## src/rtl/wd_pkg.sv

```systemverilog
// Constants for the windowed watchdog control block.
// Assumes a single 50 MHz bus clock and byte-wide register port.
`default_nettype none
package wd_pkg;

  // ==========================================================
  // Register map
  localparam logic [7:0] ADDR_CONTROL = 8'h0C;
  localparam logic [7:0] ADDR_TEST_A  = 8'h0D;
  localparam logic [7:0] ADDR_TEST_B  = 8'h0E;
  localparam logic [7:0] ADDR_SERVICE = 8'h0F;
  localparam logic [7:0] ADDR_CLKSEL  = 8'h10;
  localparam logic [7:0] ADDR_STATUS  = 8'h11;

  // ==========================================================
  // Control field positions
  localparam int BIT_WINDOW   = 7;
  localparam int BIT_DBG_STOP = 6;
  localparam int BIT_MASK     = 5;
  localparam int RATE_MSB     = 2;

  // Status field positions
  localparam int BIT_ST_TIMEOUT = 0;
  localparam int BIT_ST_BADKEY  = 1;
  localparam int BIT_ST_EARLY   = 2;
  localparam int BIT_ST_ARMED   = 3;

  // ==========================================================
  // Reset values
  localparam logic [2:0] RATE_RESET   = 3'h0;
  localparam logic       WINDOW_RESET = 1'b0;
  localparam logic       DBG_RESET    = 1'b0;
  localparam logic [1:0] CLKSEL_RESET = 2'h0;
  localparam logic [7:0] TEST_RESET   = 8'h00;

  // ==========================================================
  // Service keys
  localparam logic [7:0] KEY_FIRST  = 8'h55;
  localparam logic [7:0] KEY_SECOND = 8'hAA;

  // ==========================================================
  // Period exponents per rate code; entry 0 is unused (disabled)
  localparam logic [4:0] EXP_LOW  [8] = '{5'd0, 5'd14, 5'd16, 5'd18,
                                          5'd20, 5'd22, 5'd23, 5'd24};
  localparam logic [4:0] EXP_HIGH [8] = '{5'd0, 5'd7, 5'd9, 5'd11,
                                          5'd13, 5'd15, 5'd16, 5'd17};
  localparam logic [4:0] EXP_MAX  = 5'd24;
  localparam int         CNT_W    = 25;

  typedef enum logic [1:0] {
    KEY_IDLE  = 2'b01,
    KEY_ARMED = 2'b10
  } key_state_t;

endpackage
`default_nettype wire

```

## src/rtl/wd_count_if.sv

```systemverilog
// Link between watchdog control and its period counter.
// Assumes both ends run on the same clock.
`timescale 1ns/100ps
`default_nettype none
interface wd_count_if;
  logic       tick;
  logic       restart;
  logic       freeze;
  logic [4:0] period_exp;
  logic       expired;
  logic       in_window;

  modport ctrl    (output tick, restart, freeze, period_exp,
                   input  expired, in_window);
  modport counter (input  tick, restart, freeze, period_exp,
                   output expired, in_window);
endinterface
`default_nettype wire

```

## src/rtl/wd_control.sv

```systemverilog
// Windowed watchdog control: registers, key sequence, reset request.
// Assumes watchdog clock ticks arrive as one-cycle pulses on clk.
//
// Decided for this implementation: strobed register access.
`timescale 1ns/100ps
`default_nettype none
module wd_control (
  // Clock and reset
  input  wire logic       clk,
  input  wire logic       srst,
  // Register port
  input  wire logic [7:0] addr,
  input  wire logic [7:0] wr_data,
  input  wire logic       wr_en,
  input  wire logic       rd_en,
  output var  logic [7:0] rd_data,
  // Device state
  input  wire logic       debug_active,
  input  wire logic       special_mode,
  // Watchdog clock ticks
  input  wire logic       internal_rc_tick,
  input  wire logic       crystal_osc_tick,
  input  wire logic       autonomous_tick,
  // Reset request
  output var  logic       system_reset_req
);

  wd_count_if link ();

  wd_counter u_counter (
    .clk  (clk),
    .srst (srst),
    .link (link)
  );

  // ==========================================================
  // Register state
  logic [2:0]         rate_field;
  logic               window_mode_bit;
  logic               debug_stop_bit;
  logic               once_used;
  logic               wd_clock_select_low;
  logic               wd_clock_select_high;
  logic [7:0]         factory_test_b;
  logic [2:0]         status_sticky;
  logic               aclk_half;
  logic               restart_q;
  wd_pkg::key_state_t key_state;

  // ==========================================================
  // Decode
  logic ctl_wr;
  logic svc_wr;
  logic sel_wr;
  logic enabled;
  logic override;
  logic eff_window;
  logic key_bad;
  logic win_bad;
  logic violation;
  logic svc_restart;
  logic ctl_restart;
  logic sel_change;
  logic wr_mask;
  logic [2:0] wr_rate;

  assign ctl_wr   = wr_en && (addr == wd_pkg::ADDR_CONTROL);
  assign svc_wr   = wr_en && (addr == wd_pkg::ADDR_SERVICE);
  assign sel_wr   = wr_en && (addr == wd_pkg::ADDR_CLKSEL);
  assign wr_mask  = wr_data[wd_pkg::BIT_MASK];
  assign wr_rate  = wr_data[wd_pkg::RATE_MSB:0];
  assign enabled  = (rate_field != 3'h0);
  assign override = enabled && debug_active && !debug_stop_bit &&
                    special_mode;
  assign eff_window = window_mode_bit && !override;

  // Disabled watchdog ignores service writes entirely
  assign key_bad = svc_wr && enabled && (wr_data != wd_pkg::KEY_FIRST) &&
                   (wr_data != wd_pkg::KEY_SECOND);
  assign win_bad = svc_wr && enabled && eff_window &&
                   !link.in_window;
  assign violation = key_bad || win_bad;
  assign svc_restart = svc_wr && enabled && !violation &&
                       (wr_data == wd_pkg::KEY_SECOND) &&
                       (key_state == wd_pkg::KEY_ARMED);

  assign ctl_restart = ctl_wr &&
    (special_mode ||
     (!wr_mask && !once_used &&
      ((wr_rate != 3'h0) || wr_data[wd_pkg::BIT_WINDOW])) ||
     (wr_data[wd_pkg::BIT_DBG_STOP] && !debug_stop_bit));
  assign sel_change = sel_wr &&
    ({wr_data[1], wr_data[0]} !=
     {wd_clock_select_high, wd_clock_select_low});

  // ==========================================================
  // Counter link
  always_comb begin
    if (override) begin
      link.period_exp = wd_pkg::EXP_MAX;
    end else if (wd_clock_select_high) begin
      link.period_exp = wd_pkg::EXP_HIGH[rate_field];
    end else begin
      link.period_exp = wd_pkg::EXP_LOW[rate_field];
    end
  end

  assign link.freeze  = !enabled || (debug_active && debug_stop_bit);
  assign link.restart = restart_q;

  // Tick is registered so the selection mux never glitches the counter
  always_ff @(posedge clk) begin
    if (srst) begin
      link.tick <= 1'b0;
    end else if (wd_clock_select_high) begin
      link.tick <= autonomous_tick && aclk_half;
    end else if (wd_clock_select_low) begin
      link.tick <= crystal_osc_tick;
    end else begin
      link.tick <= internal_rc_tick;
    end
  end

  always_ff @(posedge clk) begin
    if (srst) begin
      aclk_half <= 1'b0;
    end else if (autonomous_tick) begin
      aclk_half <= !aclk_half;
    end
  end

  // ==========================================================
  // Control register
  always_ff @(posedge clk) begin
    if (srst) begin
      rate_field      <= wd_pkg::RATE_RESET;
      window_mode_bit <= wd_pkg::WINDOW_RESET;
      debug_stop_bit  <= wd_pkg::DBG_RESET;
      once_used       <= 1'b0;
    end else if (ctl_wr) begin
      if (special_mode) begin
        debug_stop_bit <= wr_data[wd_pkg::BIT_DBG_STOP];
      end else if (wr_data[wd_pkg::BIT_DBG_STOP]) begin
        debug_stop_bit <= 1'b1;
      end
      if (!wr_mask) begin
        if (special_mode) begin
          window_mode_bit <= wr_data[wd_pkg::BIT_WINDOW];
          rate_field      <= wr_rate;
        end else if (!once_used) begin
          once_used <= 1'b1;
          if (wr_data[wd_pkg::BIT_WINDOW]) begin
            window_mode_bit <= 1'b1;
          end
          if (wr_rate != 3'h0) begin
            rate_field <= wr_rate;
          end
        end
      end
    end
  end

  // ==========================================================
  // Clock select and factory test
  always_ff @(posedge clk) begin
    if (srst) begin
      {wd_clock_select_high, wd_clock_select_low} <= wd_pkg::CLKSEL_RESET;
    end else if (sel_wr) begin
      {wd_clock_select_high, wd_clock_select_low} <= wr_data[1:0];
    end
  end

  always_ff @(posedge clk) begin
    if (srst) begin
      factory_test_b <= wd_pkg::TEST_RESET;
    end else if (wr_en && special_mode && (addr == wd_pkg::ADDR_TEST_B)) begin
      factory_test_b <= wr_data;
    end
  end

  // ==========================================================
  // Key sequence and reset request
  always_ff @(posedge clk) begin
    if (srst) begin
      key_state <= wd_pkg::KEY_IDLE;
    end else if (!enabled || violation || svc_restart || link.expired) begin
      key_state <= wd_pkg::KEY_IDLE;
    end else if (svc_wr && (wr_data == wd_pkg::KEY_FIRST)) begin
      key_state <= wd_pkg::KEY_ARMED;
    end else begin
      case (key_state)
        wd_pkg::KEY_IDLE:  key_state <= wd_pkg::KEY_IDLE;
        wd_pkg::KEY_ARMED: key_state <= wd_pkg::KEY_ARMED;
        default:           key_state <= wd_pkg::KEY_IDLE;
      endcase
    end
  end

  always_ff @(posedge clk) begin
    if (srst) begin
      restart_q <= 1'b0;
    end else begin
      restart_q <= svc_restart || ctl_restart || sel_change ||
                   violation || link.expired;
    end
  end

  always_ff @(posedge clk) begin
    if (srst) begin
      system_reset_req <= 1'b0;
    end else begin
      system_reset_req <= violation || link.expired;
    end
  end

  // Cause flags: hardware set wins over a write-one clear
  always_ff @(posedge clk) begin
    if (srst) begin
      status_sticky <= 3'h0;
    end else begin
      if (wr_en && (addr == wd_pkg::ADDR_STATUS)) begin
        status_sticky <= status_sticky & ~wr_data[2:0];
      end
      if (link.expired) begin
        status_sticky[wd_pkg::BIT_ST_TIMEOUT] <= 1'b1;
      end
      if (key_bad) begin
        status_sticky[wd_pkg::BIT_ST_BADKEY] <= 1'b1;
      end
      if (win_bad) begin
        status_sticky[wd_pkg::BIT_ST_EARLY] <= 1'b1;
      end
    end
  end

  // ==========================================================
  // Read port
  always_ff @(posedge clk) begin
    if (srst || !rd_en) begin
      rd_data <= 8'h00;
    end else begin
      case (addr)
        wd_pkg::ADDR_CONTROL: rd_data <= {window_mode_bit, debug_stop_bit,
                                          3'h0, rate_field};
        wd_pkg::ADDR_TEST_A:  rd_data <= 8'h00;
        wd_pkg::ADDR_TEST_B:  rd_data <= factory_test_b;
        wd_pkg::ADDR_SERVICE: rd_data <= 8'h00;
        wd_pkg::ADDR_CLKSEL:  rd_data <= {6'h00, wd_clock_select_high,
                                          wd_clock_select_low};
        wd_pkg::ADDR_STATUS:  rd_data <= {4'h0,
                                 (key_state == wd_pkg::KEY_ARMED),
                                 status_sticky[2:0]};
        default:              rd_data <= 8'h00;
      endcase
    end
  end

  // ==========================================================
  // Checks
  property p_early_write;
    @(posedge clk) disable iff (srst)
      svc_wr && enabled && eff_window && !link.in_window
      |=> system_reset_req;
  endproperty
  a_early_write: assert property (p_early_write)
    else $error("Early service write did not reset");

  property p_bad_key;
    @(posedge clk) disable iff (srst)
      svc_wr && enabled && (wr_data != 8'h55) && (wr_data != 8'hAA)
      |=> system_reset_req;
  endproperty
  a_bad_key: assert property (p_bad_key)
    else $error("Bad key did not reset");

  property p_key_restart;
    @(posedge clk) disable iff (srst)
      svc_wr && enabled && (wr_data == 8'hAA) &&
      (key_state == wd_pkg::KEY_ARMED) && (!eff_window || link.in_window)
      |=> restart_q && !system_reset_req;
  endproperty
  a_key_restart: assert property (p_key_restart)
    else $error("Key pair did not restart period");

  property p_disabled;
    @(posedge clk) disable iff (srst)
      svc_wr && !enabled && !link.expired |=> !system_reset_req;
  endproperty
  a_disabled: assert property (p_disabled)
    else $error("Disabled watchdog reacted to service write");

  property p_mask;
    @(posedge clk) disable iff (srst)
      ctl_wr && wr_mask |=> $stable(rate_field) && $stable(window_mode_bit)
                            && $stable(once_used);
  endproperty
  a_mask: assert property (p_mask)
    else $error("Masked write changed fields");

  property p_once;
    @(posedge clk) disable iff (srst)
      ctl_wr && !special_mode && once_used |=> $stable(rate_field);
  endproperty
  a_once: assert property (p_once)
    else $error("Second normal write changed rate");

  property p_timeout;
    @(posedge clk) disable iff (srst)
      link.expired |=> system_reset_req && restart_q;
  endproperty
  a_timeout: assert property (p_timeout)
    else $error("Timeout did not reset");

  property p_override;
    @(posedge clk) disable iff (srst)
      override |-> (link.period_exp == wd_pkg::EXP_MAX) && !eff_window;
  endproperty
  a_override: assert property (p_override)
    else $error("Override period wrong");

  property p_read_zero;
    @(posedge clk) disable iff (srst)
      rd_en && (addr == wd_pkg::ADDR_SERVICE) |=> rd_data == 8'h00;
  endproperty
  a_read_zero: assert property (p_read_zero)
    else $error("Service register read nonzero");

endmodule // wd_control
`default_nettype wire

```

## src/rtl/wd_counter.sv

```systemverilog
// Watchdog period counter with window flag.
// Assumes tick is a one-cycle pulse per watchdog clock period.
`timescale 1ns/100ps
`default_nettype none
module wd_counter (
  // Clock and reset
  input wire logic clk,
  input wire logic srst,
  // Control link
  wd_count_if.counter link
);

  logic [wd_pkg::CNT_W-1:0] count;
  logic [wd_pkg::CNT_W-1:0] period;
  logic [wd_pkg::CNT_W-1:0] open_at;

  // ==========================================================
  // Period and window boundary
  always_comb begin
    period  = 25'h1 << link.period_exp;
    open_at = period - (period >> 2);
  end

  // At or past the end: dropping the override can shrink period below count
  assign link.expired   = link.tick && !link.freeze &&
                          (count >= period - 25'h1);
  assign link.in_window = (count >= open_at);

  // ==========================================================
  // Counter
  always_ff @(posedge clk) begin
    if (srst || link.restart) begin
      count <= '0;
    end else if (link.tick && !link.freeze) begin
      count <= link.expired ? '0 : count + 25'h1;
    end
  end

  property p_freeze;
    @(posedge clk) disable iff (srst)
      link.freeze && !link.restart |=> $stable(count);
  endproperty
  a_freeze: assert property (p_freeze)
    else $error("Counter moved while frozen");

  property p_window_bound;
    @(posedge clk) disable iff (srst)
      !link.restart && link.tick && !link.freeze &&
      (count == open_at - 25'h1)
      |=> link.in_window || $changed(link.period_exp);
  endproperty
  a_window_bound: assert property (p_window_bound)
    else $error("Window did not open at three quarters");

endmodule // wd_counter
`default_nettype wire

```

## config.mk

```make
export PLATFORM = sky130hd
export DESIGN_NAME = wd_control
export DESIGN_NICKNAME = d
export VERILOG_FILES = /design/src/rtl/wd_pkg.sv /design/src/rtl/wd_count_if.sv /design/src/rtl/wd_control.sv /design/src/rtl/wd_counter.sv
export SDC_FILE = /design/constraint.sdc
export NUM_CORES = 1
export LEC_CHECK = 0
export ABC_AREA = 1
export BUFFER_PORTS_ARGS = -buffer_cell sky130_fd_sc_hd__buf_2
export CORE_MARGIN = 2
export CORE_UTILIZATION = 60
export CTS_CLUSTER_SIZE = 28
export DETAILED_ROUTE_END_ITERATION = 16
export GPL_TIMING_DRIVEN = 0
export PLACE_DENSITY_LB_ADDON = 0.15
export SLEW_MARGIN = 20
export SYNTH_ARGS = -nofsm -noshare
export SYNTH_HDL_FRONTEND = slang
export SYNTH_SLANG_ARGS = --single-unit
export TNS_END_PERCENT = 20
```

## constraint.sdc

```tcl
create_clock -name clk -period 5.6 [get_ports clk]
set_input_delay 0.28 -clock clk [delete_from_list [all_inputs] [get_ports clk]]
set_output_delay 0.28 -clock clk [all_outputs]
set_load 0.02 [all_outputs]
```

After elaboration in Yosys (flattened, before gate mapping)
Memories as Yosys holds them, arrays and structs flattened.
Cells that the tools add are included.
{ "totals": {"inputBits": 25, "n_memories": 2, "regBits": 58, "romBits": 80} }
{ "classes": {"addsub": 3, "n_mux": 24, "n_shift": 1, "n_eq_ne": 12, "n_lt_le_gt_ge": 3, "n_reduce_logical": 66, "bitwise_logic": 5} }
{ "memory_table": {"columns": ["name", "words", "width", "rd", "rd_ports_with_merged_regs", "write_ports", "line", "text"], "rows": [
  ["(name not given)", 8, 5, 1, 0, 0, "wd_control.sv:104", "link.period_exp = wd_pkg::EXP_LOW[rate_field];"],
  ["(name not given)", 8, 5, 1, 0, 0, "wd_control.sv:102", "link.period_exp = wd_pkg::EXP_HIGH[rate_field];"]
]} }
{ "ops": {"columns": ["operator", "n"], "rows": [
  ["$ge 25x25->1", 2],
  ["$pmux 8 s4", 1],
  ["$mux 5", 6],
  ["$logic_and 1x1->1", 28],
  ["$add 25x1->25 const B", 1],
  ["$mux 25", 1],
  ["$shl 1x5->25 const A", 1],
  ["$sub 25x1->25 const B", 1],
  ["$sub 25x23->25", 1],
  ["$eq 8x4->1 const B", 3],
  ["$eq 8x5->1 const B", 2],
  ["$logic_or 1x1->1", 15],
  ["$mux 3", 4],
  ["$reduce_bool 2->1", 6],
  ["$logic_not 1->1", 10],
  ["$mux 1", 10],
  ["$eq 8x7->1 const B", 1],
  ["$eq 8x8->1 const B", 1],
  ["$ne 8x7->1 const B", 1],
  ["$ne 8x8->1 const B", 1],
  ["$reduce_and 4->1", 2],
  ["$reduce_bool 3->1", 2],
  ["$ge 4x4->1 const B", 1],
  ["$mux 2", 2],
  ["10 further kinds", 11]
]} }

Longest topological paths before layout
Gate-level depths: netlist (run 1).
{ "depth": {"depth_word": 20, "depth_mapped": 36, "mapped_depth_nobuf": 36} }

Modules after synthesis
A second synthesis (run 1) with hierarchy kept.
{ "hier_totals": {"hier_cells": 1022, "area_unflattened_um2": 6389.9} }
{ "by_module_without_submodules": {"columns": ["mod", "area_per_inst_um2", "seq_area_each_um2", "instances", "cells_per_inst"], "rows": [
  ["wd_counter", 4483.0, 500.5, 1, 739],
  ["wd_control", 1906.8, 660.6, 1, 283]
]} }

Worst setup path before layout (run 1)
No wires, ideal clock.
{ "synth_timing": {"kind": "reg2reg", "start": "register rate_field[1]", "end": "register restart_q, in the netlist link.restart", "slack_ns": 1.055, "arrival_ns": 4.471, "stages_incl_launch_ff": 31, "synth_period_minus_slack_ns": 4.545, "path_buffers": 0, "required_ns": 5.526, "cell_sequence": "dfxtp_1 > inv_1 > ha_1 > nand2_1 > a21boi_4 > nand2_2 > inv_4 > nand2_4 > nor2_1 > inv_1 > ha_1 > fa_1 > o21ai_0 > a21oi_1 > o21ai_0 > nand2_1 > nand3b_1 > nand3_1 > nand2_1 > nand3b_1 > nand2_1 > ha_1 > a21oi_1 > o21ai_0 > nand2_1 > o2111ai_1 > a31oi_1 > nand2_1 > nand3_1 > nand2_1 > o21ai_0"} }
{ "synth_between": {"elab_chain_len": 20, "elab_cells_between_ends": 40, "classes_between": "add/sub: 2; order compare: 2; shift: 1; mux: 6; bitwise: 1; reduce/logical: 26; memory: 2"} }
{ "synth_rtl": {"columns": ["element", "line", "text"], "rows": [
  ["start: declaration", "wd_control.sv:38", "logic [2:0] rate_field;"],
  ["start signal: assignment", "wd_control.sv:136", "rate_field <= wd_pkg::RATE_RESET;"],
  ["start signal: assignment", "wd_control.sv:149", "rate_field <= wr_rate;"],
  ["start signal: assignment", "wd_control.sv:156", "rate_field <= wr_rate;"],
  ["$not 3->4 (not written as such)", "wd_control.sv:102, wd_control.sv:104", null],
  ["$mem_v2 8x5 (on tied branches)", null, null],
  ["$mux 5 (on tied branches) (2 in a row)", "wd_control.sv:104, wd_control.sv:102", null],
  ["$mux 5", "wd_control.sv:101", "end else if (wd_clock_select_high) begin"],
  ["$mux 5", "wd_control.sv:99", "if (override) begin"],
  ["$shl 1x5->25", "wd_counter.sv:20", "period = 25'h1 << link.period_exp;"],
  ["$sub 25x23->25", "wd_counter.sv:21", "open_at = period - (period >> 2);"],
  ["$ge 25x25->1", "wd_counter.sv:27", "assign link.in_window = (count >= open_at);"],
  ["$logic_not 1->1", "wd_control.sv:81", "!link.in_window;"],
  ["$logic_and 1x1->1", "wd_control.sv:80", "assign win_bad = svc_wr && enabled && eff_window &&"],
  ["$logic_or 1x1->1", "wd_control.sv:82", "assign violation = key_bad || win_bad;"],
  ["$logic_not 1->1", "wd_control.sv:83", "assign svc_restart = svc_wr && enabled && !violation &&"],
  ["$logic_and 1x1->1 (2 in a row)", "wd_control.sv:83", null],
  ["$logic_and 1x1->1", "wd_control.sv:84", "(wr_data == wd_pkg::KEY_SECOND) &&"],
  ["$logic_or 1x1->1 (3 in a row)", "wd_control.sv:203", "restart_q <= svc_restart || ctl_restart || sel_change ||"],
  ["$logic_or 1x1->1 (*)", "wd_control.sv:204", "violation || link.expired;"],
  ["end signal: assignment", "wd_control.sv:203", null],
  ["end: declaration", "wd_control.sv:47", "logic restart_q;"]
]} }
Every way passes the cells marked *; elsewhere a longest branch is shown, timed or not. The select of a mux whose other input is x is not followed.
A chain may end at the register's enable or synchronous reset.

Final worst setup path (run 1)
Ends and elaborated chain as after synthesis.

==> results of run 1 <==
## metrics by stage
stage | cells | hold slack [ps] | power [W] | worst slack [ps] | instance area (um2)
floorplan | 872 | 374.3 | 0.0004729 | 1055 | 5978
global placement | 1037 | 431.6 | 0.0004979 | 138.5 | 6305
detailed placement | 1037 | 443.4 | 0.0005003 | 44.33 | 6305
CTS | 1053 | 131.1 | 0.0009846 | 7.683 | 6554
global route | 1053 | 153.1 | 0.001009 | 39.32 | 6564
finish | 1053 | 137.6 | 0.0009806 | 436.0 | 6564
## cells in the mapped netlist, types with 2 or more instances
library cell,number
dfxtp_1,58
o21bai_1,2
and3_1,2
nor4b_1,2
nor2_4,5
a22oi_1,2
a21o_1,4
nand3_4,5
nand3_1,44
nor3_1,23
nand2_2,10
nor2_1,90
clkbuf_1,2
a221oi_1,2
inv_1,103
nand2_1,182
ha_1,87
nor3b_1,2
a21oi_1,71
nand3b_1,4
inv_2,10
nor2_8,2
xnor2_1,14
o211ai_1,3
o2111ai_1,3
nor2_2,6
xor2_1,23
nor4_1,8
nand3_2,3
buf_2,2
a31oi_1,5
nand4_1,18
o21ai_0,44
nand2_4,3
nor3_2,5
## power by group through the flow
stage	Combinational [W]	Sequential, W	Clock, W
floorplan	0.0000493	0.000424	0
global placement	0.0000742	0.000424	0
detailed placement	0.0000765	0.000424	0
CTS	0.0000767	0.000414	0.000494
global route	0.0000871	0.000414	0.000507
finish	0.0000779	0.000414	0.000489
## layout make-up
type                            count  area [um2]  area share
Multi-Input combinational cell    692        4344      0.6618
Sequential cell                    58        1164      0.1773
Clock buffer                        9       123.9     0.01887
Inverter                          116       444.2     0.06767
Tap cell                          133       166.4     0.02535
Buffer                              6       36.28    0.005528
Timing Repair Buffer               32       160.2     0.02440
Clock inverter                      7       125.1     0.01906
## timing repair
item | CTS | global route
endpoints found under the setup margin | 0 | 5
gates resized for setup | 0 | 7
hold endpoints to repair | 0 | 0
## final timing paths
path | start | end | slack, ps | depth (start not counted)
worst min register to register | aclk_half$_SDFFE_PP0P_ | aclk_half$_SDFFE_PP0P_ | 450 | 1
worst max register to register | rate_field[1]$_SDFFE_PP0P_ | link.restart$_SDFF_PP0_ | 440 | 28
worst max-delay path | rate_field[1]$_SDFFE_PP0P_ | link.restart$_SDFF_PP0_ | 440 | 28
worst min-delay path | autonomous_tick | aclk_half$_SDFFE_PP0P_ | 140 | 2
## kinds of logic (layout without fill, tap and decap cells)
group / count (synthesis) / in the layout / share of synthesized area
buffers and inverters: 122 / 170 / 0.08037
and+or+nand+nor: 420 / 420 / 0.3466
AOI/OAI and AO/OA: 146 / 146 / 0.1373
adders and majority gates: 88 / 88 / 0.1854
DFF: 58 / 58 / 0.1942
muxes: 1 / 1 / 0.001883
xor gates and xnor gates: 37 / 37 / 0.05421
## critical path: cells and delay by family, from the launching register on
kind	cells	cell delay (ps)
and+or+nand+nor	12	1460
AOI/OAI and AO/OA	7	1320
adders and majority gates	4	1190
buffers and inverters	4	510
DFF	1	430
xor gates and xnor gates	1	110
## layer usage
layer  track usage  up-vias  share of wire
li1              -     3035              -
met1        0.3419     2713           0.41
met2        0.5320      200           0.50
met3       0.03210       53          0.047
met4        0.1486        0          0.047
met5             0        -              0
## state kept, by name (all words and copies together), names as in the netlist
signal / cells
rate_field: 3
debug_stop_bit: 1
wd_clock_select_high: 1
window_mode_bit: 1
once_used: 1
u_counter.count: 25
rd_data: 8
system_reset_req: 1
factory_test_b: 8
status_sticky: 3
wd_clock_select_low: 1
link.restart: 1
aclk_half: 1
key_state: 2
link.tick: 1
==> metrics.md, run 1 <==
| Metric | Value |
|---|---|
| # Post-CTS Setup Buffers | `0` |
| Synth top area share | `0.1942` |
| Clock latency on the worst-skew pair | `around 340 ps` |
| Post-Syn Area per Cell | `6.856 um2` |
| Comb power frac | `0.079` |
| Crit start category | `flip-flop` |
| Die height | `103.8 um` |
| Hold-fix buffers, CTS | `0` |
| Post-synth top flop | `dfxtp_1` |
| Most frequent cells in the layout | `nand2_1, inv_1, nor2_1` |
| Final HPWL DP | `~13000 um` |
| Peak VDD IR | `0.1410 mV` |
| Post-synth ARST share | `0` |
| Post-route minimum period | `between 5000 and 6000 ps` |
| Drt total wl | `~16000 um` |
| Internal | `about 0.00074 W` |
| Clock Path Buffers | `2` |
| Area contributors post-synth | `dfxtp_1, ha_1, nand2_1` |
| Power share of the sequential group | `0.422` |
| P&R area growth vs syn | `9.795%` |
| Status | `finished clean` |
| Sink Count | `between 50 and 60` |
| Placer Congestion | `~0.97` |
| Number of fill cells | `924` |
| CP arrival | `approximately 5400 ps` |
| Routed WL per cell | `around 15 um` |
| DR pass1 iterations | `7` |
| Final Util | `0.6746` |
| Final Hold Vio Count | `0` |
| Register area share after synthesis | `0.1942` |
| Number of flops mapped to enable cells by yosys | `0` |
| Switching Share | `0.2450` |
| CTS root buf | `clkbuf_8` |
| Final clock skew | `about 15 ps` |
| Critical path class | `flip-flop to flip-flop` |
| Synth cell types | `58` |
| Clock Pin Slew Worst Setup and Hold Paths | `70 ps` |
| Die footprint | `between 10000 and 15000 um2` |
| Synth Warn # | `0` |
| Ant. Diodes | `0` |
| Starting DRC count in detailed routing | `approximately 370` |
| Post-Route Setup TNS | `0 ps` |
| CTS Buf Count | `9` |
| Post-route DRC | `0` |
| Cell Area, Synth | `around 6000 um2` |
| Final period util | `0.9221` |
| Worst slew pin tran | `a little under 900 ps` |
| Overflow after GRT | `0` |
| Largest stage delay, worst path | `about 430 ps` |
| Unrepaired setup endpoints after global routing | `false` |
| Mean number of vias per cell | `5.699` |
| I/O pins | `34` |
| GRT Total Usage | `0.2942` |
| Max_cap viols | `0` |
| Core ar. | `between 9000 and 10000 um2` |
| Row cnt | `36` |
| Final slew viol count | `0` |
| P_sw | `0.0002403 W` |
| Worst path slowest cell | `dfxtp_2` |
| Commonest non-fill, non-tap cell in the layout | `nand2_1` |
| Vias | `~6000` |
| Share of post-route cells with drive strength above 1 | `0.1261` |
| Highest clock rate | `between 150 and 200 MHz` |
| Hold Crit Class | `input port to flip-flop` |
| CTS tree | `built` |
| Mapped Nets | `slightly below 1000` |
| P per Cell Area | `approximately 150 nW/um2` |
| Starting Density | `0.6145` |
| Area leader, netlist | `dfxtp_1` |
| Via count of the first global-routing pass | `around 5600` |
| First-pass GRT wire length | `~26000 um` |
| Initial antenna violation count | `0` |
| Leakage Power | `about 3.2 nW` |
| Post-Synthesis Cells | `between 800 and 900` |
| Clk network pwr share | `0.498` |
| IO Port Bufs | `32` |
| Worst endpoint required time | `a little under 6000 ps` |
| Die width | `103.8 um` |
| CP endpoint kind | `flip-flop` |
| H-tree lvl count | `3` |
| DRT antenna net count | `0` |
| Crit path top cell by count | `nand2_1` |
| Crit-path max FO | `8` |
| Slew margin rel. | `0.4153` |
| Setup violators final | `0` |
| Largest net degree at the start of global routing | `13` |
| #FFs+latches synth | `slightly below 60` |
| Final nets | `1028` |
Note: power is estimated with default switching activity, not from simulation.
==> run 2: changes to the inputs <==
==> constraint.sdc (replaced) <==
create_clock -name clk -period 6.1 [get_ports clk]
set_input_delay 0.305 -clock clk [delete_from_list [all_inputs] [get_ports clk]]
set_output_delay 0.305 -clock clk [all_outputs]
set_load 0.02 [all_outputs]
==> run 2 against run 1 <==
Against the previous run:
- via count down 0.47%
- sequential cell count stayed put
- sequential power shrank 8.2%
- die area is the same
- power decreased by 8.3%
- sequential share of layout area is essentially flat
- clock skew is 0.58 ps lower
- maximum frequency is 6.2% lower
- largest cell class unchanged
- largest power group unchanged
- highest routed layer unchanged
==> metrics.md, run 2 (synthesized netlist as in run 1, its figures left out) <==
| Metric | Value |
|---|---|
| Worst path slowest cell | `dfxtp_1` |
| Largest net degree at the start of global routing | `13` |
| DRT antenna net count | `0` |
| IO Port Bufs | `32` |
| Crit-path max FO | `8` |
| RR Endpoint | `link.restart$_SDFF_PP0_` |
| Die footprint | `~11000 um2` |
| GRT Total Usage | `0.2942` |
| DR pass1 iterations | `7` |
| Final clock skew | `between 10 and 15 ps` |
| Worst endpoint required time | `around 6400 ps` |
| Unrepaired setup endpoints after global routing | `false` |
| Post_cts resized | `0` |
| Status | `finished clean` |
| Slew margin rel. | `0.4308` |
| FF-to-FF path depth | `31` |
| Via count of the first global-routing pass | `5643` |
| Most frequent cells in the layout | `nand2_1, inv_1, nor2_1` |
| Final slew viol count | `0` |
| Final HPWL DP | `~13000 um` |
| P per Cell Area | `around 140 nW/um2` |
| Starting DRC count in detailed routing | `about 350` |
| Crit path top cell by count | `nand2_1` |
| Hold-fix buffers, CTS | `0` |
| Routed WL per cell | `about 15 um` |
| Ant. Diodes | `0` |
| Top flop regs | `u_counter.count: 25 flops, factory_test_b: 8 flops, rd_data: 8 flops` |
| Final nets | `between 1000 and 1500` |
| Hold Crit Start | `autonomous_tick` |
| I/O pins | `34` |
| Setup violators final | `0` |
| # Post-CTS Setup Buffers | `0` |
| Die height | `between 100 and 150 um` |
| Hold Path Depth | `2` |
| Die width | `between 100 and 150 um` |
| CP endpoint kind | `flip-flop` |
| Max reg flops | `25` |
| Final period util | `0.9022` |
| CTS tree | `built` |
| Share of post-route cells with drive strength above 1 | `0.1217` |
| First-pass GRT wire length | `about 26000 um` |
| Number of fill cells | `~920` |
| P&R area growth vs syn | `9.628%` |
| Sink Count | `between 50 and 60` |
| Reg with most FFs | `u_counter.count` |
| CP arrival | `between 5000 and 6000 ps` |
| Commonest non-fill, non-tap cell in the layout | `nand2_1` |
| Vias | `between 5000 and 6000` |
| Core ar. | `between 9000 and 10000 um2` |
| Final Hold Vio Count | `0` |
| Clock Pin Slew Worst Setup and Hold Paths | `about 70 ps` |
| CTS Buf Count | `9` |
| Post-route DRC | `0` |
| Fin Hold WS | `between 150 and 200 ps` |
| FF-to-FF setup slack | `between 500 and 600 ps` |
| Largest stage delay, worst path | `about 520 ps` |
| Post-route minimum period | `about 5500 ps` |
| Peak VDD IR | `roughly 0.13 mV` |
| Initial antenna violation count | `0` |
| Overflow after GRT | `0` |
| Mean number of vias per cell | `roughly 5.7` |
| Starting Density | `0.6145` |
| WHS Endpoint | `aclk_half$_SDFFE_PP0P_` |
| Critical path class | `flip-flop to flip-flop` |
| H-tree lvl count | `3` |
| CTS root buf | `clkbuf_8` |
| Post-Route Setup TNS | `0 ps` |
| Hold Crit Class | `input port to flip-flop` |
| Highest clock rate | `181.7 MHz` |
| Worst slew pin tran | `around 850 ps` |
| Worst reg2reg startpoint | `rate_field[1]$_SDFFE_PP0P_` |
| Drt total wl | `between 15000 and 20000 um` |
| Leakage Power | `approximately 3.2 nW` |
| Row cnt | `36` |
| Placer Congestion | `around 1` |
| Crit start category | `flip-flop` |
| Max_cap viols | `0` |
| Clock Path Buffers | `2` |
| Clock latency on the worst-skew pair | `about 340 ps` |
## run 2: worst max path at each step
| stage | start | endpoint | slack, ps |
|---|---|---|---|
| floorplan | rate_field[1]$_SDFFE_PP0P_ | link.restart$_SDFF_PP0_ | 1550 |
| global placement | rate_field[1]$_SDFFE_PP0P_ | link.restart$_SDFF_PP0_ | 640 |
| detailed placement | rate_field[1]$_SDFFE_PP0P_ | link.restart$_SDFF_PP0_ | 540 |
| CTS | rate_field[1]$_SDFFE_PP0P_ | link.restart$_SDFF_PP0_ | 510 |
| global route | rate_field[1]$_SDFFE_PP0P_ | link.restart$_SDFF_PP0_ | 100 |
| finish | rate_field[1]$_SDFFE_PP0P_ | link.restart$_SDFF_PP0_ | 600 |
## run 2: critical path, delay by kind of cell, from the launching register on
family	cells	cell delay, ps
AND/OR/NAND/NOR	15	1560
AO/OA/AOI/OAI	9	1660
buffers and inverters	3	480
flip-flops	1	520
adder cells (fa/ha/maj)	4	1180
## run 2: layout make-up
| cell class | instances | area [um2] | share of cell area |
|---|---|---|---|
| Sequential cell | 58 | 1161 | 0.1772 |
| Clock inverter | 7 | 125.1 | 0.01909 |
| Tap cell | 133 | 166.4 | 0.02539 |
| Timing Repair Buffer | 32 | 160.2 | 0.02444 |
| Buffer | 6 | 36.28 | 0.005536 |
| Multi-Input combinational cell | 692 | 4337 | 0.6617 |
| Clock buffer | 9 | 123.9 | 0.01890 |
| Inverter | 116 | 444.2 | 0.06777 |
## run 2: per-stage QoR
stage / power, W / std cells / instance area, um2 / setup slack [ps] / util
finish: 0.0008993 / 1053 / 6554 / 596.8 / 0.6736
global route: 0.0009258 / 1053 / 6554 / 100.5 / 0.6736
CTS: 0.0009039 / 1053 / 6554 / 507.7 / 0.6736
detailed placement: 0.0004593 / 1037 / 6305 / 544.3 / 0.6480
global placement: 0.0004571 / 1037 / 6305 / 638.5 / 0.6480
floorplan: 0.0004341 / 872 / 5978 / 1555 / -
## run 2: metal layers
metal | track usage | vias to the layer above | wire (um)
met1 | 0.3419 | 2724 | 6544
li1 | - | 3034 | -
met5 | 0 | - | 0
met3 | 0.03210 | 47 | 599
met2 | 0.5320 | 168 | 7798
met4 | 0.1486 | 0 | 729
## run 2: power breakdown
part | total (W) | switching [W] | internal [W]
clock network | 0.000448 | 0.000173 | 0.000275
registers | 0.000380 | 0.000000799 | 0.000379
logic | 0.0000712 | 0.0000457 | 0.0000255
==> run 3: changes to the inputs <==
--- a/config.mk
+++ b/config.mk
@@ -5,7 +5,7 @@
 export SDC_FILE = /design/constraint.sdc
 export NUM_CORES = 1
 export LEC_CHECK = 0
-export ABC_AREA = 1
+export ABC_AREA = 0
 export BUFFER_PORTS_ARGS = -buffer_cell sky130_fd_sc_hd__buf_2
 export CORE_MARGIN = 2
 export CORE_UTILIZATION = 60
==> constraint.sdc (replaced) <==
create_clock -name clk -period 6.1 [get_ports clk]
set_input_delay 0.305 -clock clk [delete_from_list [all_inputs] [get_ports clk]]
set_output_delay 0.305 -clock clk [all_outputs]
set_load 0.005 [all_outputs]
==> run 3 against run 2 <==
Against the previous run:
- global-route usage up 0.85 points
- setup slack got worse by 220 ps
- power down 19%
- worst hold slack better by 57 ps
==> metrics.md, run 3 <==
| Metric | Value |
|---|---|
| Status | `finished clean` |
| Max reg flops | `25` |
| Area contributors post-synth | `dfxtp_1, ha_1, nor2_1` |
| Mean number of vias per cell | `6.177` |
| DRT antenna net count | `0` |
| First-pass GRT wire length | `between 20000 and 30000 um` |
| Cell Area, Synth | `5684 um2` |
| Via count of the first global-routing pass | `approximately 5400` |
| H-tree lvl count | `3` |
| Core ar. | `9196 um2` |
| CTS root buf | `clkbuf_8` |
| GRT Total Usage | `0.3026` |
| Synth top area share | `0.2043` |
| Commonest non-fill, non-tap cell in the layout | `nor2_1` |
| Synth Area in Adders | `0.1950` |
| Crit start category | `flip-flop` |
| Slew margin rel. | `0.4649` |
| Hold-fix buffers, CTS | `0` |
| Number of flops mapped to enable cells by yosys | `0` |
| Largest family of logic cells by synthesized area | `simple AND/OR/NAND/NOR gates` |
| Vias | `approximately 5500` |
| Post-synth top cells | `nor2_1, ha_1, nand2_1` |
| Starting DRC count in detailed routing | `roughly 440` |
| Final nets | `895` |
| Post-Syn Area per Cell | `a little under 8 um2` |
| Placer Congestion | `between 0.9 and 1` |
| Fin cells | `about 900` |
| Clock Path Buffers | `2` |
| Overflow after GRT | `0` |
| Final clock skew | `7.531 ps` |
| Initial antenna violation count | `0` |
| Final Hold Vio Count | `0` |
| Largest net degree at the start of global routing | `11` |
| IO Port Bufs | `32` |
| Final slew viol count | `0` |
| Area taken by flip-flops and latches | `about 1200 um2` |
| Area occupied by multi-input gates | `4431 um2` |
| Highest clock rate | `between 150 and 200 MHz` |
| Worst endpoint required time | `roughly 6300 ps` |
| Leakage Power | `approximately 2.9 nW` |
| Row cnt | `35` |
| Final HPWL DP | `about 12000 um` |
| Critical path class | `flip-flop to flip-flop` |
| Drt total wl | `about 15000 um` |
| Final period util | `0.9388` |
| Starting Density | `0.6181` |
| P&R area growth vs syn | `11.80%` |
| #FFs+latches synth | `a little under 60` |
| Post-route minimum period | `5727 ps` |
| Worst slew pin tran | `about 790 ps` |
| Share of post-route cells with drive strength above 1 | `0.1387` |
| Final Util | `0.6910` |
| I/O pins | `34` |
| Crit-path max FO | `10` |
| Post-Synth XOR/XNOR Area | `0.08166` |
| Multiplexer share of the synthesized area | `0.02994` |
| Reg with most FFs | `u_counter.count` |
| Setup WS post-layout | `about 370 ps` |
| Sink Count | `between 50 and 60` |
| Post-synth ARST share | `0` |
| P per Cell Area | `roughly 110 nW/um2` |
| Clock latency on the worst-skew pair | `around 350 ps` |
| Setup violators final | `0` |
| Peak VDD IR | `~0.12 mV` |
| Most frequent cells in the layout | `nor2_1, ha_1, nand2_1` |
| Most frequent cell after synthesis | `nor2_1` |
| Post-synth top flop | `dfxtp_1` |
| Die width | `101.3 um` |
| Synth Warn # | `0` |
| Hold Crit Class | `input port to flip-flop` |
| Ant. Diodes | `0` |
| Post-Synthesis Cells | `730` |
| Setup Slack @ Placement | `-343.8 ps` |
| Area leader, netlist | `dfxtp_1` |
| Clock Pin Slew Worst Setup and Hold Paths | `roughly 70 ps` |
| CTS tree | `built` |
| Die footprint | `between 10000 and 15000 um2` |
| Routed WL per cell | `approximately 17 um` |
| Post-route DRC | `0` |
| CP endpoint kind | `flip-flop` |
| Post-Synth Simple-Gate Area | `0.2441` |
| Register area share after synthesis | `0.2043` |
| CTS Buf Count | `9` |
| Mapped Nets | `about 840` |
| Top flop regs | `u_counter.count: 25 flops, factory_test_b: 8 flops, rd_data: 8 flops` |
| CP arrival | `5930 ps` |
| DR pass1 iterations | `5` |
| Die height | `about 100 um` |
| Compound-Gate Fraction of Synth Area | `0.2036` |
| Synth cell types | `75` |
| Post-Place Cells | `~870` |
| Max_cap viols | `0` |
| Number of fill cells | `approximately 790` |
## run 3: logic make-up after synthesis
kind of cell	Yosys count
and+or+nand+nor	287
AOI/OAI and AO/OA	169
adders and majority gates	88
buffers and inverters	58
DFF	58
xor gates and xnor gates	53
muxes	17
## run 3: worst max-delay path, stage by stage, from the launching register on
cell and delay [ps]:
dfxtp_1 400, clkbuf_4 280, inv_1 120, ha_1 200, nor2_1 170, a21o_1 320
nor2_4 100, clkinvlp_4 150, nor2_4 70, nand2_1 180, inv_1 70, ha_1 280
nor2b_1 140, o211a_1 240, o211a_1 270, a221o_1 380, a31o_1 250, a221o_1 360
mux2i_1 160, a2111oi_2 400, ha_1 220, a21oi_1 60, nor2b_1 100, o21ai_0 80
o211ai_1 110, a31oi_2 90, a211oi_2 270, a21oi_1 120
## run 3: metal layers
layer / global-route usage / wire (um) / vias to the layer above
met4: 0.1143 / 328 / 0
met5: 0 / 0 / -
met2: 0.5018 / 7159 / 181
met3: 0.05659 / 1007 / 34
met1: 0.3913 / 6660 / 2607
li1: - / - / 2719
## run 3: metrics by stage
step	TNS [ps]	total power (W)	cell area, um2	hold WS (ps)
6_report	0	0.0007276	6355	220.5
5_1_grt	-42.36	0.0007499	6355	249.0
4_1_cts	0	0.0007284	6188	218.8
3_5_place_dp	-1291	0.0004287	5983	471.0
3_3_place_gp	-806.1	0.0004274	5983	463.4
2_1_floorplan	0	0.0004089	5684	441.8
## run 3: path summary, 6_finish.rpt
kind / start / cells after the start / to / slack, ps
min: autonomous_tick / 3 / aclk_half$_SDFFE_PP0P_ / 220
min reg2reg: factory_test_b[4]$_SDFFE_PP0P_ / 1 / rd_data[4]$_SDFF_PP0_ / 480
max reg2reg: rate_field[2]$_SDFFE_PP0P_ / 27 / system_reset_req$_SDFF_PP0_ / 370
max: rate_field[2]$_SDFFE_PP0P_ / 27 / system_reset_req$_SDFF_PP0_ / 370
## run 3: where the power goes
| part | switching (W) | internal, W |
|---|---|---|
| Clock | 0.000165 | 0.000142 |
| Sequential | 0.000000666 | 0.000380 |
| Combinational | 0.0000257 | 0.0000151 |
## run 3: layout make-up
type                            instances  area share
Sequential cell                        58      0.1829
Clock inverter                          6    0.005513
Multi-Input combinational cell        615      0.6972
Timing Repair Buffer                   40     0.03465
Inverter                               40     0.02422
Buffer                                 18     0.01418
Tap cell                              111     0.02185
Clock buffer                            9     0.01949
## run 3: repair_timing
item	CTS	global route
gates resized for setup	9	29
pin swaps	0	7
cloned	0	1
setup buffers	0	8
setup endpoints to repair	5	24
